**config.mk**
```make
export PLATFORM = sky130hd
export DESIGN_NAME = feig_top
export DESIGN_NICKNAME = d
export VERILOG_FILES = /design/src/rtl/feig_top.v /design/src/rtl/feig_latch.v
export VERILOG_INCLUDE_DIRS = /design/src /design/src/rtl
export SDC_FILE = /design/constraint.sdc
export NUM_CORES = 1
export LEC_CHECK = 0
export ABC_AREA = 1
export BUFFER_PORTS_ARGS = -buffer_cell sky130_fd_sc_hd__buf_2
export CAP_MARGIN = 40
export CORE_MARGIN = 4
export CORE_UTILIZATION = 40
export CTS_BUF_LIST = sky130_fd_sc_hd__clkbuf_4 sky130_fd_sc_hd__clkbuf_8
export CTS_CLUSTER_DIAMETER = 50
export CTS_CLUSTER_SIZE = 12
export DETAILED_ROUTE_END_ITERATION = 10
export PLACE_DENSITY_LB_ADDON = 0.15
export SLEW_MARGIN = 20
export SYNTH_ARGS = -nofsm -noshare
export SYNTH_HDL_FRONTEND = slang
export SYNTH_SLANG_ARGS = --single-unit
export TNS_END_PERCENT = 100
```
**constraint.sdc**
```tcl
create_clock -name mclk -period 1.5 [get_ports mclk]
set_clock_uncertainty 0.15 [all_clocks]
set_input_delay 0.3 -clock mclk [delete_from_list [all_inputs] [get_ports mclk]]
set_output_delay 0.3 -clock mclk [all_outputs]
set_load 0.005 [all_outputs]
```
**src/rtl/feig_map.vh**
```
/*
  Constants of the floating-point error and interrupt glue: the I/O port
  that acknowledges the error request, and the timing counts in cycles.
  Assumes a single 100 MHz clock (10 ns period).
*/
`ifndef FEIG_MAP_VH
`define FEIG_MAP_VH

// I/O port whose access clears the request and raises ignore-error.
`define FEIG_ACK_PORT 16'h00F0
`define FEIG_PORT_W 16

// Reset values of the active-low pins (inactive) and of the request.
`define FEIG_PIN_IDLE 1'h1
`define FEIG_REQ_IDLE 1'h0

// Width of the cycle counters.
`define FEIG_CNT_W 3
// Length of the brief error pulse raised by a no-wait instruction.
`define FEIG_NOWAIT_PULSE_CYC 3'h2
// Length of the interrupt sampling window opened by an x87 instruction.
`define FEIG_WINDOW_CYC 3'h4
`define FEIG_CNT_ZERO 3'h0
`define FEIG_CNT_ONE 3'h1

`endif

```
**src/rtl/feig_top.v**
```verilog
/*
  Processor-side floating-point error signalling in compatibility mode,
  with the external request latch and ignore-error glue instantiated.
  Assumes all inputs are synchronous to mclk and instruction events are
  one-cycle pulses from the core's sequencer.
*/
// Summary of operation
// - Unmasked exception in compat mode drives error
// - Clearing exception deasserts error output
// - Ignore active: x87 instructions never block
// - No-wait with pending exception pulses error
// - No-wait instruction continues, never freezes
// - Each x87 instruction samples interrupts
// - Late interrupt taken at next boundary
// - Deferred exception reported at next instruction
// - After clear, no-wait never asserts error
// - Ignore active: exception disregarded, error stays asserted
// - Ignore inactive: freeze until interrupt
`timescale 1ns/10ps
`default_nettype none
`include "feig_map.vh"

module feig_top
(
  input wire mclk,
  input wire rst_n,
  input wire native_fault_mode_bit,
  input wire fp_exc_unmasked,
  input wire fp_exc_deferred,
  input wire fp_exc_clear,
  input wire insn_start,
  input wire insn_nowait,
  input wire insn_boundary,
  input wire host_interrupt_in,
  input wire io_access,
  input wire [`FEIG_PORT_W-1:0] io_addr,
  output reg fpu_error_out_n,
  output wire float_irq_request,
  output wire ignore_numeric_fault_in_n,
  output reg cpu_frozen_q,
  output reg irq_in_window_q,
  output reg irq_at_boundary_q,
  output reg native_fault_trap_q
);

  reg pend_q;
  reg pend_d;
  reg defer_q;
  reg defer_d;
  reg hold_q;
  reg hold_d;
  reg frozen_d;
  reg [`FEIG_CNT_W-1:0] brief_q;
  reg [`FEIG_CNT_W-1:0] brief_d;
  reg [`FEIG_CNT_W-1:0] win_q;
  reg [`FEIG_CNT_W-1:0] win_d;
  reg ack_q;
  reg port_hit_q;
  reg win_irq;
  wire compat;
  wire ign_act;
  wire port_hit;
  wire start_wait;
  wire start_nw;

  assign compat = ~native_fault_mode_bit;
  assign ign_act = ~ignore_numeric_fault_in_n;
  assign start_wait = insn_start & ~insn_nowait;
  assign start_nw = insn_start & insn_nowait;
  // Full 16-bit match of the acknowledge port.
  assign port_hit = io_access & (io_addr == `FEIG_ACK_PORT);

  // True while a down-counter still has cycles to run. It serves both the
  // sampling window and the no-wait pulse counters.
  function cnt_busy;
    input [`FEIG_CNT_W-1:0] cnt;
    begin
      cnt_busy = (cnt != `FEIG_CNT_ZERO);
    end
  endfunction

  // Next-state logic of the exception, freeze and counter state.
  always @*
  begin
    pend_d = pend_q;
    defer_d = defer_q;
    hold_d = hold_q;
    frozen_d = cpu_frozen_q;
    brief_d = brief_q;
    win_d = win_q;
    // An interrupt is taken while frozen or while the sampling window is open.
    win_irq = host_interrupt_in & (cpu_frozen_q | cnt_busy(win_q));
    if (cnt_busy(win_q))
    begin
      win_d = win_q - `FEIG_CNT_ONE;
    end
    if (cnt_busy(brief_q))
    begin
      brief_d = brief_q - `FEIG_CNT_ONE;
    end
    // no later assert
    // Clearing the exception drops all pending state and ends a freeze.
    if (fp_exc_clear)
    begin
      pend_d = 1'b0;
      defer_d = 1'b0;
      hold_d = 1'b0;
      brief_d = `FEIG_CNT_ZERO;
      frozen_d = 1'b0;
    end
    // Every instruction, no-wait ones included, opens the sampling window.
    // open window
    if (insn_start)
    begin
      win_d = `FEIG_WINDOW_CYC;
    end
    if (win_irq)
    begin
      frozen_d = 1'b0;
    end
    // A new exception wins over a clear in the same cycle.
    if (fp_exc_unmasked)
    begin
      pend_d = 1'b1;
      defer_d = fp_exc_deferred;
      if (compat && !ign_act && !fp_exc_deferred)
      begin
        hold_d = 1'b1;
      end
    end
    else if (pend_q && compat && !ign_act && !fp_exc_clear)
    begin
      if (start_wait)
      begin
        hold_d = 1'b1;
        defer_d = 1'b0;
        frozen_d = 1'b1;
      end
      else if (start_nw && !hold_q)
      begin
        // The deferred mark stays set, so the pulse never turns into a held
        // assertion; only a later wait instruction holds and freezes.
        brief_d = `FEIG_NOWAIT_PULSE_CYC;
      end
      else if (!defer_q && !hold_q && !cnt_busy(brief_q))
      begin
        // An immediate exception left pending while ignore was active.
        hold_d = 1'b1;
      end
    end
  end

  always @(posedge mclk or negedge rst_n)
  begin
    if (!rst_n)
    begin
      pend_q <= 1'b0;
      defer_q <= 1'b0;
      hold_q <= 1'b0;
      brief_q <= `FEIG_CNT_ZERO;
      win_q <= `FEIG_CNT_ZERO;
      cpu_frozen_q <= 1'b0;
      fpu_error_out_n <= `FEIG_PIN_IDLE;
      irq_in_window_q <= 1'b0;
      irq_at_boundary_q <= 1'b0;
      native_fault_trap_q <= 1'b0;
      ack_q <= 1'b0;
      port_hit_q <= 1'b0;
    end
    else
    begin
      pend_q <= pend_d;
      defer_q <= defer_d;
      hold_q <= hold_d;
      brief_q <= brief_d;
      win_q <= win_d;
      cpu_frozen_q <= frozen_d;
      // The error pin follows the next state, so it moves at the causing edge.
      fpu_error_out_n <= ~(hold_d | cnt_busy(brief_d));
      irq_in_window_q <= win_irq;
      irq_at_boundary_q <= host_interrupt_in & insn_boundary & ~win_irq;
      // Native mode handles the fault inside the core; this pulse marks that trap.
      native_fault_trap_q <= native_fault_mode_bit & pend_q & start_wait;
      // A held I/O cycle acknowledges once, on its first sampled cycle.
      // one-cycle pulse
      port_hit_q <= port_hit;
      ack_q <= port_hit & ~port_hit_q;
    end
  end

  // The request and ignore-error flip-flops sit in their own module, which keeps
  // the asynchronous clear of the ignore-error flip-flop apart from the core.
  // exit releases ignore
  feig_latch u_latch
  (
    .mclk(mclk),
    .rst_n(rst_n),
    .fpu_error_out_n(fpu_error_out_n),
    .ack_pulse(ack_q),
    .float_irq_request(float_irq_request),
    .ignore_numeric_fault_in_n(ignore_numeric_fault_in_n)
  );

endmodule // feig_top

`default_nettype wire

```
**src/rtl/feig_latch.v**
```verilog
/*
  Three-flip-flop glue between the error output and the ignore-error input.
  Assumes the acknowledge pulse is one clock wide and synchronous to mclk,
  and that the error output is a registered, glitch-free level.
*/
`timescale 1ns/10ps
`default_nettype none
`include "feig_map.vh"

module feig_latch
(
  input wire mclk,
  input wire rst_n,
  input wire fpu_error_out_n,
  input wire ack_pulse,
  output reg float_irq_request,
  output reg ignore_numeric_fault_in_n
);

  wire ign_clr_n;
  wire err_fall;
  reg err_prev_q;

  assign ign_clr_n = rst_n & ~fpu_error_out_n;

  // error assertion edge
  // The request is set on the assertion edge only, so an acknowledge while the
  // error output is still held active really clears it.
  assign err_fall = err_prev_q & ~fpu_error_out_n;

  // The last error level resets to the idle level, so no false edge follows reset.
  always @(posedge mclk or negedge rst_n)
  begin
    if (!rst_n)
    begin
      err_prev_q <= `FEIG_PIN_IDLE;
    end
    else
    begin
      err_prev_q <= fpu_error_out_n;
    end
  end

  always @(posedge mclk or negedge rst_n)
  begin
    if (!rst_n)
    begin
      float_irq_request <= `FEIG_REQ_IDLE;
    end
    else if (err_fall)
    begin
      // A new assertion wins over an acknowledge in the same cycle.
      float_irq_request <= 1'b1;
    end
    else if (ack_pulse)
    begin
      float_irq_request <= 1'b0;
    end
  end

  always @(posedge mclk or negedge ign_clr_n)
  begin
    if (!ign_clr_n)
    begin
      ignore_numeric_fault_in_n <= `FEIG_PIN_IDLE;
    end
    else if (ack_pulse)
    begin
      ignore_numeric_fault_in_n <= 1'b0;
    end
  end

endmodule // feig_latch

`default_nettype wire

```
==> results of run 1 <==
==> cells by family after synthesis <==
group	Yosys count	share of synthesized area (%)
AOI/OAI and AO/OA	10	7.04
xor gates and xnor gates	1	0.913
adders and majority gates	4	5.22
buffers and inverters	25	9.78
DFF	19	49.9
and+or+nand+nor	60	27.1
==> worst paths after layout <==
kind                                                               startpoint  cells past startpoint  slack, ns                                            end
worst max-delay path            u_latch.ignore_numeric_fault_in_n$_DFFE_PN1P_                      1       0.07                      ignore_numeric_fault_in_n
worst min-delay path                                          fp_exc_deferred                      3       0.06                              defer_q$_DFF_PN0_
worst max register to register                           brief_q[0]$_DFF_PN0_                     10       0.07                      fpu_error_out_n$_DFF_PN1_
worst min register to register                      fpu_error_out_n$_DFF_PN1_                      1       0.20  u_latch.ignore_numeric_fault_in_n$_DFFE_PN1P_
max in group asynchronous                                               rst_n                      4       0.41  u_latch.ignore_numeric_fault_in_n$_DFFE_PN1P_
min in group asynchronous                           fpu_error_out_n$_DFF_PN1_                      1       0.20  u_latch.ignore_numeric_fault_in_n$_DFFE_PN1P_
==> metal layers <==
layer  GRT usage, %  share of wire [%]  vias up
met5              0                  0        -
met4           4.97                1.1        0
met3           3.39                9.3        4
met2           23.7                 47       37
met1           15.3                 43      387
li1               -                  -      446
==> flip-flops by register name, indices dropped and copies added, names as in the netlist <==
signal and count:
brief_q 3, win_q 3, ack_q 1, cpu_frozen_q 1, defer_q 1, fpu_error_out_n 1
hold_q 1, irq_at_boundary_q 1, irq_in_window_q 1, native_fault_trap_q 1, pend_q 1, port_hit_q 1
u_latch.err_prev_q 1, u_latch.float_irq_request 1, u_latch.ignore_numeric_fault_in_n 1
==> through the flow <==
step / utilization, % / TNS, ns / instances / setup WS [ns] / hold slack [ns]
after detailed placement: 51.4 / 0 / 180 / 0.0262 / 0.108
final: 54.8 / 0 / 187 / 0.0679 / 0.0590
after floorplan: - / 0 / 119 / 0.187 / -0.146
after CTS: 53.3 / 0 / 185 / 0.00867 / 0.0614
after global placement: 51.4 / 0 / 180 / 0.0769 / 0.0995
after global routing: 54.8 / -0.0131 / 187 / -0.0131 / 0.0411
==> timing repair <==
| item | in CTS | in global routing |
|---|---|---|
| endpoints found under the hold margin | 16 | 0 |
| buffers inserted | 0 | 2 |
| cloned | 0 | 0 |
| hold buffers | 1 | 0 |
| pin swaps | 0 | 6 |
| setup endpoints to repair | 1 | 2 |
| resized for setup | 2 | 5 |
==> report_power, final <==
group / leakage (uW) / switching, uW / internal [uW]
Sequential: 0.000235 / 26.3 / 564
Combinational: 0.000467 / 120 / 93.5
Clock: 0.0000184 / 155 / 122
Total: 0.000720 / 302 / 779
==> layout make-up <==
class / instances / area (um2)
inverter: 25 / 93.8
multi-input combinational: 75 / 407
sequential: 19 / 479
tap: 28 / 35.0
fill: 218 / 1020
timing repair buffer: 36 / 190
clock buffer: 4 / 30.0
==> layout by cell type (no fill, tap or decap), types with 2 or more instances in the layout <==
master / synthesis / layout
buf_2: 0 / 33
nand2_1: 23 / 22
nor2_1: 21 / 21
inv_1: 21 / 18
dfrtp_1: 16 / 16
nand3_1: 7 / 7
inv_2: 3 / 6
clkbuf_4: 0 / 4
nand2_2: 2 / 3
o211ai_1: 3 / 3
ha_1: 4 / 3
dfstp_2: 3 / 3
nor3_1: 2 / 2
buf_4: 0 / 2
==> metrics.md, run 1 <==
| Metric | Value |
|---|---|
| First-pass GRT wire length | 3.44 mm |
| Sequential fraction of the synthesis area | 49.9% |
| Syn_nets | 150 |
| Cell leakage power | 0.000720 uW |
| Synth warn | 0 |
| Critical Path AT | 0.98 ns |
| Gpl congestion | 0.803 |
| Total Power | 1080 uW |
| Post-synth EDFFs | 0 |
| Layout cells sized above 1 | 34.6% |
| Worst setup EP type | output pin |
| Crit path largest cell delay | 0.58 ns |
| Synth unique cells | 25 |
| Power per Cell Area | 875 mW/mm2 |
| HP Class | input port to register |
| Routed wire length | 1.96 mm |
| Top cells by area, synth | dfrtp_1 (42%), nand2_1 (9.0%), dfstp_2 (8.2%) |
| Critical-path maximum fanout | 4 |
| Ports | 34 |
| Final min period | 1.43 ns |
| Status | finished, final reports clean |
| Gr usage total | 13.3% |
| DIE HEIGHT | 57.0 um |
| Setup-failing EPs final | 0 |
| Gr ovfl total | 0 |
| Critical Path Start Type | register |
| Largest net degree at the start of global routing | 20 |
| Area grow syn2layout | 28.7% |
| Vias in the first global route | 890 |
| Core Rows | 17 |
| CP bufs+invs | 1 |
| Initial Utilization | 42.6% |
| CP cell instances | buf_2 |
| Via density | 4.67 |
| Fin crit share | 95.5% |
| Area after DPL | 0.00116 mm2 |
| CP required | 1.05 ns |
| CTS Root Cell | clkbuf_4 |
| Relative slew slack | 72.9% |
| # Max-Cap Violations | 0 |
| Layout Nets | 191 |
| I/O Buffers | 33 |
| Worst vdd ir | 0.487 mV |
| Max Slew Vio Count | 0 |
| Post-synthesis register bit count | 19 |
| DP Wirelength | 1.60 mm |
| Largest area contributor in the netlist | dfrtp_1 |
| # diodes | 0 |
| Num CTS Buffers | 3 |
| Mapped Cells | 119 |
| CP max-delay cell | dfstp_2 |
| DRT Pass-1 Iters | 4 |
| Cell family with most CP delay | flip-flops |
| Wire per inst | 10.5 um |
| Detailed Route Iter0 Violations | 10 |
| ANT nets after route | 0 |
| WS Path Type | register to output pin |
| CTS tree | yes |
| Syn avg cell area | 8.06 um2 |
| Die area | 0.00325 mm2 |
| Top-count cell post-synth | nand2_1 |
| Count of final hold-check violations | 0 |
| Clock Pin Slew Worst Setup and Hold Paths | 0.11 ns |
| Synth async-reset ratio | 100% |
| Peak Freq | 698 MHz |
| Post-synth top area share | 41.7% |
| Initial antenna violation count | 0 |
| Clk_lat worst skew | 0.30 ns |
| Prevailing post-synth register cell | dfrtp_1 |
| Placeable Area | 0.00225 mm2 |
| Clock sinks | 19 |
| Post-route cell area | 0.00123 mm2 |
| Slew @ Worst Pin | 0.406 ns |
| Clk buf depth | 2 |
| Synth top cells by count | nand2_1 (23), inv_1 (21), nor2_1 (21) |
| Chip width | 57.0 um |
| Mapped cell area | 960 um2 |
| DRC | 0 |
| Htree depth | 1 |
| Vias | 874 |
No activity file was read; power rests on OpenSTA's default activity.
==> inputs of run 2 (changes only) <==
CORE_UTILIZATION = 42   (was 40)
clock period = 1.85 ns   (was 1.5 ns; I/O delays follow)
==> run 2 against run 1 <==
Register-to-register slack better by 0.29 ns. Largest power group unchanged. Hold slack better by 0.062 ns. Sequential share of layout area up 1.1 points. Flip-flop and latch count unchanged. Setup slack better by 0.27 ns. Cell count down 1.1%. Count of clock-buffer cells in the layout down 1. Total power down 20%. Critical path depth unchanged. Clock power down 22%.
==> metrics.md, run 2 (synthesis results as in run 1) <==
| Metric | Value |
|---|---|
| Clock Pin Slew Worst Setup and Hold Paths | 0.11 ns (about the same) |
| Hold EP | win_q[1]$_DFFE_PN0P_ (was defer_q$_DFF_PN0_) |
| Count of final hold-check violations | 0 (unchanged) |
| Peak Freq | 659 MHz |
| FF-to-FF Start | brief_q[0]$_DFF_PN0_ (unchanged) |
| Vias | 888 (was 874) |
| Die area | 0.00311 mm2 (was 0.00325 mm2) |
| ANT nets after route | 0 (unchanged) |
| Hold Crit Depth | 2 (was 3) |
| Gr usage total | 12.6% (was 13.3%) |
| Gr ovfl total | 0 (unchanged) |
| Commonest non-fill, non-tap cell in the layout | buf_2 (unchanged) |
| Cell family with most CP delay | flip-flops (unchanged) |
| I/O Buffers | 33 (unchanged) |
| Pre-CTS setup slack | 0.372 ns (was 0.0262 ns) |
| Initial antenna violation count | 0 (unchanged) |
| Relative slew slack | 73.5% (was 72.9%) |
| DRC | 0 (unchanged) |
| Cell leakage power | 0.000704 uW (was 0.000720 uW) |
| Layout cells sized above 1 | 30.6% (was 34.6%) |
| First-pass GRT wire length | 3.14 mm (was 3.44 mm) |
| Setup total negative slack | 0 ns (unchanged) |
| DP Wirelength | 1.59 mm (was 1.60 mm) |
| Status | finished, final reports clean (unchanged) |
| Gpl congestion | 0.761 (was 0.803) |
| CTS Root Cell | clkbuf_4 (unchanged) |
| Routed wire length | 1.89 mm (was 1.96 mm) |
| Initial Utilization | 43.8% (was 42.6%) |
| CP cell instances | buf_2 (unchanged) |
| # Max-Cap Violations | 0 (unchanged) |
| Final WS setup | 0.333 ns (was 0.0679 ns) |
| Worst r2r dst | fpu_error_out_n$_DFF_PN1_ (unchanged) |
| Final min period | 1.52 ns |
| Core Rows | 17 (unchanged) |
| Critical Path Start Type | register (unchanged) |
| Max Slew Vio Count | 0 (unchanged) |
| CP required | 1.33 ns (was 1.05 ns) |
| Chip width | 55.8 um (was 57.0 um) |
| Worst vdd ir | 0.410 mV (was 0.487 mV) |
| Via density | 4.80 (was 4.67) |
| Htree depth | 1 (unchanged) |
| Ports | 34 (unchanged) |
| Worst setup EP type | output pin (unchanged) |
| Crit path largest cell delay | 0.58 ns (about the same) |
| Placeable Area | 0.00219 mm2 (was 0.00225 mm2) |
| RSZ-0062 raised after global routing | false |
| WS Path Type | register to output pin (unchanged) |
| Clk buf depth | 2 (unchanged) |
| CP max-delay cell | dfstp_2 (unchanged) |
| Clk_lat worst skew | 0.30 ns (about the same) |
| Area grow syn2layout | 25.0% (was 28.7%) |
| Hold path startpoint | insn_start (was fp_exc_deferred) |
| CP bufs+invs | 1 (unchanged) |
| Slew @ Worst Pin | 0.398 ns (was 0.406 ns) |
| HP Class | input port to register (unchanged) |
| Wire per inst | 10.2 um (was 10.5 um) |
| Critical-path maximum fanout | 4 (unchanged) |
| # diodes | 0 (unchanged) |
| DRT Pass-1 Iters | 4 (unchanged) |
| Detailed Route Iter0 Violations | 19 (was 10) |
| Reg2Reg Setup Slack | 0.36 ns (was 0.07 ns) |
| DIE HEIGHT | 55.8 um (was 57.0 um) |
| Post-route core utilization | 54.8% (about the same) |
| Critical Path AT | 1.00 ns (was 0.98 ns) |
| Num CTS Buffers | 3 (unchanged) |
| Vias in the first global route | 818 (was 890) |
| Worst Hold Slack | 0.121 ns (was 0.0590 ns) |
| Fin crit share | 82.0% |
| Top flop regs | brief_q: 3 flops, win_q: 3 flops (unchanged) |
| CTS tree | yes (unchanged) |
| Largest net degree at the start of global routing | 20 (unchanged) |
| Setup-failing EPs final | 0 (unchanged) |
| R2R cell count | 10 (unchanged) |
| Power per Cell Area | 723 mW/mm2 (was 875 mW/mm2) |
| Layout Nets | 189 (was 191) |
| Clock sinks | 19 (unchanged) |
| Commonest cells after routing, fill and taps aside | buf_2 (33), nand2_1 (23), inv_1 (21), nor2_1 (21), dfrtp_1 (16) (was buf_2 (33), nand2_1 (22), nor2_1 (21)) |
## run 2: stage by stage
| stage | std cells | area [um2] | total power, uW |
|---|---|---|---|
| after floorplan | 119 | 960 | 588 |
| after global placement | 180 | 1160 | 653 |
| after detailed placement | 180 | 1160 | 662 |
| after CTS | 185 | 1200 | 880 |
| after global routing | 185 | 1200 | 928 |
| final | 185 | 1200 | 868 |
## run 2: how the worst max path moves through the flow
stage	from	to	slack [ns]	cells after the start
2_1_floorplan	brief_q[0]$_DFF_PN0_	fpu_error_out_n$_DFF_PN1_	0.54	11
3_3_place_gp	brief_q[0]$_DFF_PN0_	fpu_error_out_n$_DFF_PN1_	0.44	10
3_5_place_dp	brief_q[0]$_DFF_PN0_	fpu_error_out_n$_DFF_PN1_	0.37	10
4_1_cts	u_latch.ignore_numeric_fault_in_n$_DFFE_PN1P_	ignore_numeric_fault_in_n	0.32	1
5_1_grt	brief_q[0]$_DFF_PN0_	fpu_error_out_n$_DFF_PN1_	0.23	10
6_report	u_latch.ignore_numeric_fault_in_n$_DFFE_PN1P_	ignore_numeric_fault_in_n	0.33	1
## run 2: timing repair
item | in CTS | in global routing
setup buffers | 0 | 0
endpoints found under the hold margin | 16 | 0
hold buffers | 1 | 0
resized for setup | 0 | 0
## run 2: area by class of cell
class / instances / area [um2]
inverter: 25 / 93.8
sequential: 19 / 479
clock buffer: 3 / 22.5
fill: 210 / 991
multi-input combinational: 75 / 387
timing repair buffer: 34 / 175
tap: 28 / 35.0
clock inverter: 1 / 7.51
## run 2: worst reg2reg max path, cell delays in order, from the launching register on
cell,delay [ns]
dfrtp_1,0.39
inv_1,0.10
ha_1,0.21
inv_1,0.07
nor2_2,0.12
nor2_1,0.05
nand2_1,0.09
nand2_1,0.06
nor2_1,0.11
nand2_1,0.06
inv_1,0.05
## run 2: where the power goes
group	internal [uW]	switching [uW]	total, uW
clock network	82.4	133	216
logic	75.7	97.3	173
registers	457	21.7	479
## run 2: metal layers
layer  GRT usage, %  up-vias  part of all wire, %
met1           15.0      399                   42
met5              0        -                    0
li1               -      443                    -
met3           4.18        7                  9.2
met2           19.8       39                   46
met4           6.94        0                  2.7
==> inputs of run 3 (changes only) <==
ABC_AREA = 0   (was 1)
clock period = 1.51 ns   (was 1.85 ns; I/O delays follow)
==> run 3 against run 2 <==
Non-clock buffer count up 7. Die area down 2.4%. Clock power is 20% higher. Sequential share of layout area is 3.1 points lower. Register-to-register slack lost 0.34 ns. Routed wire length up 10%. Global-route usage increased by 1.8 points. Flip-flop and latch count stayed put. Setup slack got worse by 0.31 ns.
==> metrics.md, run 3 <==
| Metric | Value |
|---|---|
| Worst vdd ir | 0.946 mV (was 0.410 mV) |
| Placeable Area | 0.00204 mm2 (was 0.00219 mm2) |
| Cell leakage power | 0.000634 uW (was 0.000704 uW) |
| Register area | 479 um2 (unchanged) |
| DP Wirelength | 1.65 mm (was 1.59 mm) |
| Worst setup EP type | register (was output pin) |
| Syn avg cell area | 11.0 um2 (was 8.06 um2) |
| Commonest non-fill, non-tap cell in the layout | buf_2 (unchanged) |
| Critical Path AT | 1.57 ns (was 1.00 ns) |
| Filler instances | 175 (was 210) |
| Peak Freq | 673 MHz |
| Initial Utilization | 45.7% (was 43.8%) |
| Post-route cell area | 0.00130 mm2 (was 0.00120 mm2) |
| Via density | 5.24 (was 4.80) |
| Synth async-reset ratio | 100% (unchanged) |
| WS Path Type | register to register (was register to output pin) |
| # diodes | 0 (unchanged) |
| Initial antenna violation count | 0 (unchanged) |
| Gpl congestion | 0.779 (was 0.761) |
| Top cells by area, synth | dfrtp_1 (43%), dfstp_2 (8.4%), ha_1 (5.4%) (was dfrtp_1 (42%), nand2_1 (9.0%), dfstp_2 (8.2%)) |
| Gr ovfl total | 0 (unchanged) |
| # Max-Cap Violations | 0 (unchanged) |
| CTS tree | yes (unchanged) |
| Prevailing post-synth register cell | dfrtp_1 (unchanged) |
| First-pass GRT wire length | 3.10 mm (was 3.14 mm) |
| Setup-failing EPs final | 0 (unchanged) |
| Clk buf depth | 2 (unchanged) |
| Post-synth EDFFs | 0 (unchanged) |
| Wire per inst | 13.3 um (was 10.2 um) |
| Top-count cell post-synth | dfrtp_1 (was nand2_1) |
| Sequential fraction of the synthesis area | 51.3% (was 49.9%) |
| Routed wire length | 2.09 mm (was 1.89 mm) |
| Synth unique cells | 32 (was 25) |
| Layout cells sized above 1 | 47.7% (was 30.6%) |
| Relative slew slack | 78.3% (was 73.5%) |
| Detailed Route Iter0 Violations | 19 (unchanged) |
| Die area | 0.00304 mm2 (was 0.00311 mm2) |
| Fin crit share | 98.4% |
| Critical Path Start Type | register (unchanged) |
| Post-synthesis register bit count | 19 (unchanged) |
| Post-synth top area share | 42.9% (was 41.7%) |
| Area grow syn2layout | 39.4% (was 25.0%) |
| Synth top cells by count | dfrtp_1 (16), inv_1 (9), nor2_1 (7) (was nand2_1 (23), inv_1 (21), nor2_1 (21)) |
| Status | finished, final reports clean (unchanged) |
| Gr usage total | 14.4% (was 12.6%) |
| Largest area contributor in the netlist | dfrtp_1 (unchanged) |
| CP required | 1.59 ns (was 1.33 ns) |
| Num CTS Buffers | 3 (unchanged) |
| Synth warn | 0 (unchanged) |
| Ports | 34 (unchanged) |
| Count of final hold-check violations | 0 (unchanged) |
| Vias | 823 (was 888) |
| Clock Pin Slew Worst Setup and Hold Paths | 0.11 ns (about the same) |
| Multi-input gate area | 493 um2 (was 387 um2) |
| Largest net degree at the start of global routing | 13 (was 20) |
| Syn_nets | 116 (was 150) |
| Final min period | 1.49 ns |
| Setup total negative slack | 0 ns (unchanged) |
| Layout Nets | 162 (was 189) |
| Reg2Reg Setup Slack | 0.02 ns (was 0.36 ns) |
| Area after DPL | 0.00118 mm2 (was 0.00116 mm2) |
| HP Class | input port to register (unchanged) |
| I/O Buffers | 33 (unchanged) |
| Slew @ Worst Pin | 0.323 ns (was 0.398 ns) |
| DRC | 0 (unchanged) |
| Commonest cells after routing, fill and taps aside | buf_2 (33), dfrtp_1 (16), inv_1 (7), nor2_1 (7), buf_4 (6) (was buf_2 (33), nand2_1 (23), inv_1 (21), nor2_1 (21), dfrtp_1 (16)) |
| RSZ-0062 raised after global routing | true (was false) |
| Htree depth | 1 (unchanged) |
| Top flop regs | brief_q: 3 flops, win_q: 3 flops (unchanged) |
| Power per Cell Area | 1310 mW/mm2 (was 723 mW/mm2) |
| Max Slew Vio Count | 0 (unchanged) |
| CTS Root Cell | clkbuf_4 (unchanged) |
| ANT nets after route | 0 (unchanged) |
| Clock sinks | 19 (unchanged) |
| Core Rows | 16 (was 17) |
| DIE HEIGHT | 55.1 um (was 55.8 um) |
| Postcts setup bufs | 0 (unchanged) |
| Mapped cell area | 933 um2 (was 960 um2) |
| Chip width | 55.1 um (was 55.8 um) |
| Clk_lat worst skew | 0.30 ns (about the same) |
| DRT Pass-1 Iters | 4 (unchanged) |
| Mapped Cells | 85 (was 119) |
| Vias in the first global route | 796 (was 818) |
| Critical-path maximum fanout | 3 (was 4) |
run 3: cell types whose count changed in the layout (fill, tap and decap cells not counted), sizes merged, moves of 4 or more:
cell   previous run  this run
buf              33        40
inv              24         9
nand2            25         1
nand3             8         1
nor2             22         7
nor2b             0         5
nor3              2         6
run 3: area by class of cell:
class	instances	share of cell area, %
timing repair buffer	41	17.8
tap	27	2.60
multi-input combinational	57	37.9
inverter	9	2.60
sequential	19	36.8
clock buffer	3	1.73
clock inverter	1	0.577
run 3: what timing repair did:
item                                   CTS  global route
endpoints found under the hold margin   17             0
gates resized for setup                  5            10
hold buffers                             1             0
pin swaps                                3             3
setup endpoints to repair                1             5
run 3: worst paths after layout:
kind | startpoint | to | depth (start not counted)
worst min-delay path | insn_start | win_q[0]$_DFFE_PN0P_ | 2
worst max register to register | brief_q[1]$_DFF_PN0_ | fpu_error_out_n$_DFF_PN1_ | 7
min in group asynchronous | fpu_error_out_n$_DFF_PN1_ | u_latch.ignore_numeric_fault_in_n$_DFFE_PN1P_ | 1
max in group asynchronous | rst_n | u_latch.err_prev_q$_DFF_PN1_ | 3
worst min register to register | fpu_error_out_n$_DFF_PN1_ | u_latch.ignore_numeric_fault_in_n$_DFFE_PN1P_ | 1
worst max-delay path | brief_q[1]$_DFF_PN0_ | fpu_error_out_n$_DFF_PN1_ | 7
run 3: critical path, stage by stage, from the launching register on:
cell	delay [ns]
dfrtp_1	0.35
inv_2	0.06
buf_4	0.14
ha_4	0.16
nor3_2	0.17
a21oi_1	0.06
o21a_1	0.18
nor3_2	0.17
run 3: power breakdown:
part | switching [uW] | internal [uW]
combinational | 341 | 386
clock | 160 | 101
sequential | 77.2 | 635
run 3: logic make-up (layout without fill, tap and decap cells):
| group | Yosys count | in the layout | share of synthesized area, % |
|---|---|---|---|
| xor+xnor | 2 | 2 | 1.88 |
| mux | 2 | 2 | 2.14 |
| buf+inv | 9 | 54 | 3.62 |
| compound gates | 14 | 14 | 10.3 |
| fa+ha+maj | 4 | 4 | 5.36 |
| flops | 19 | 19 | 51.3 |
| simple gates | 35 | 35 | 25.3 |
run 3: through the flow:
stage	setup slack, ns	hold WS [ns]	std cells	power, uW	utilization, %
final	0.0238	0.0566	157	1700	63.7
after global routing	-0.0524	0.0587	157	1820	63.7
after CTS	0.0107	0.0536	157	1620	60.5
after detailed placement	-0.0491	0.00818	152	1340	58.0
after global placement	-0.00796	0.00719	152	1300	58.0
after floorplan	0.0200	-0.144	85	1090	-
run 3: layer usage:
metal | global-route usage [%] | routed length, um | vias to the layer above | part of all wire, %
met5 | 0 | 0 | - | 0
met4 | 4.86 | 36 | 0 | 1.7
met3 | 3.49 | 177 | 4 | 8.5
met2 | 27.0 | 1090 | 37 | 52
met1 | 15.5 | 786 | 392 | 38
li1 | - | - | 390 | -
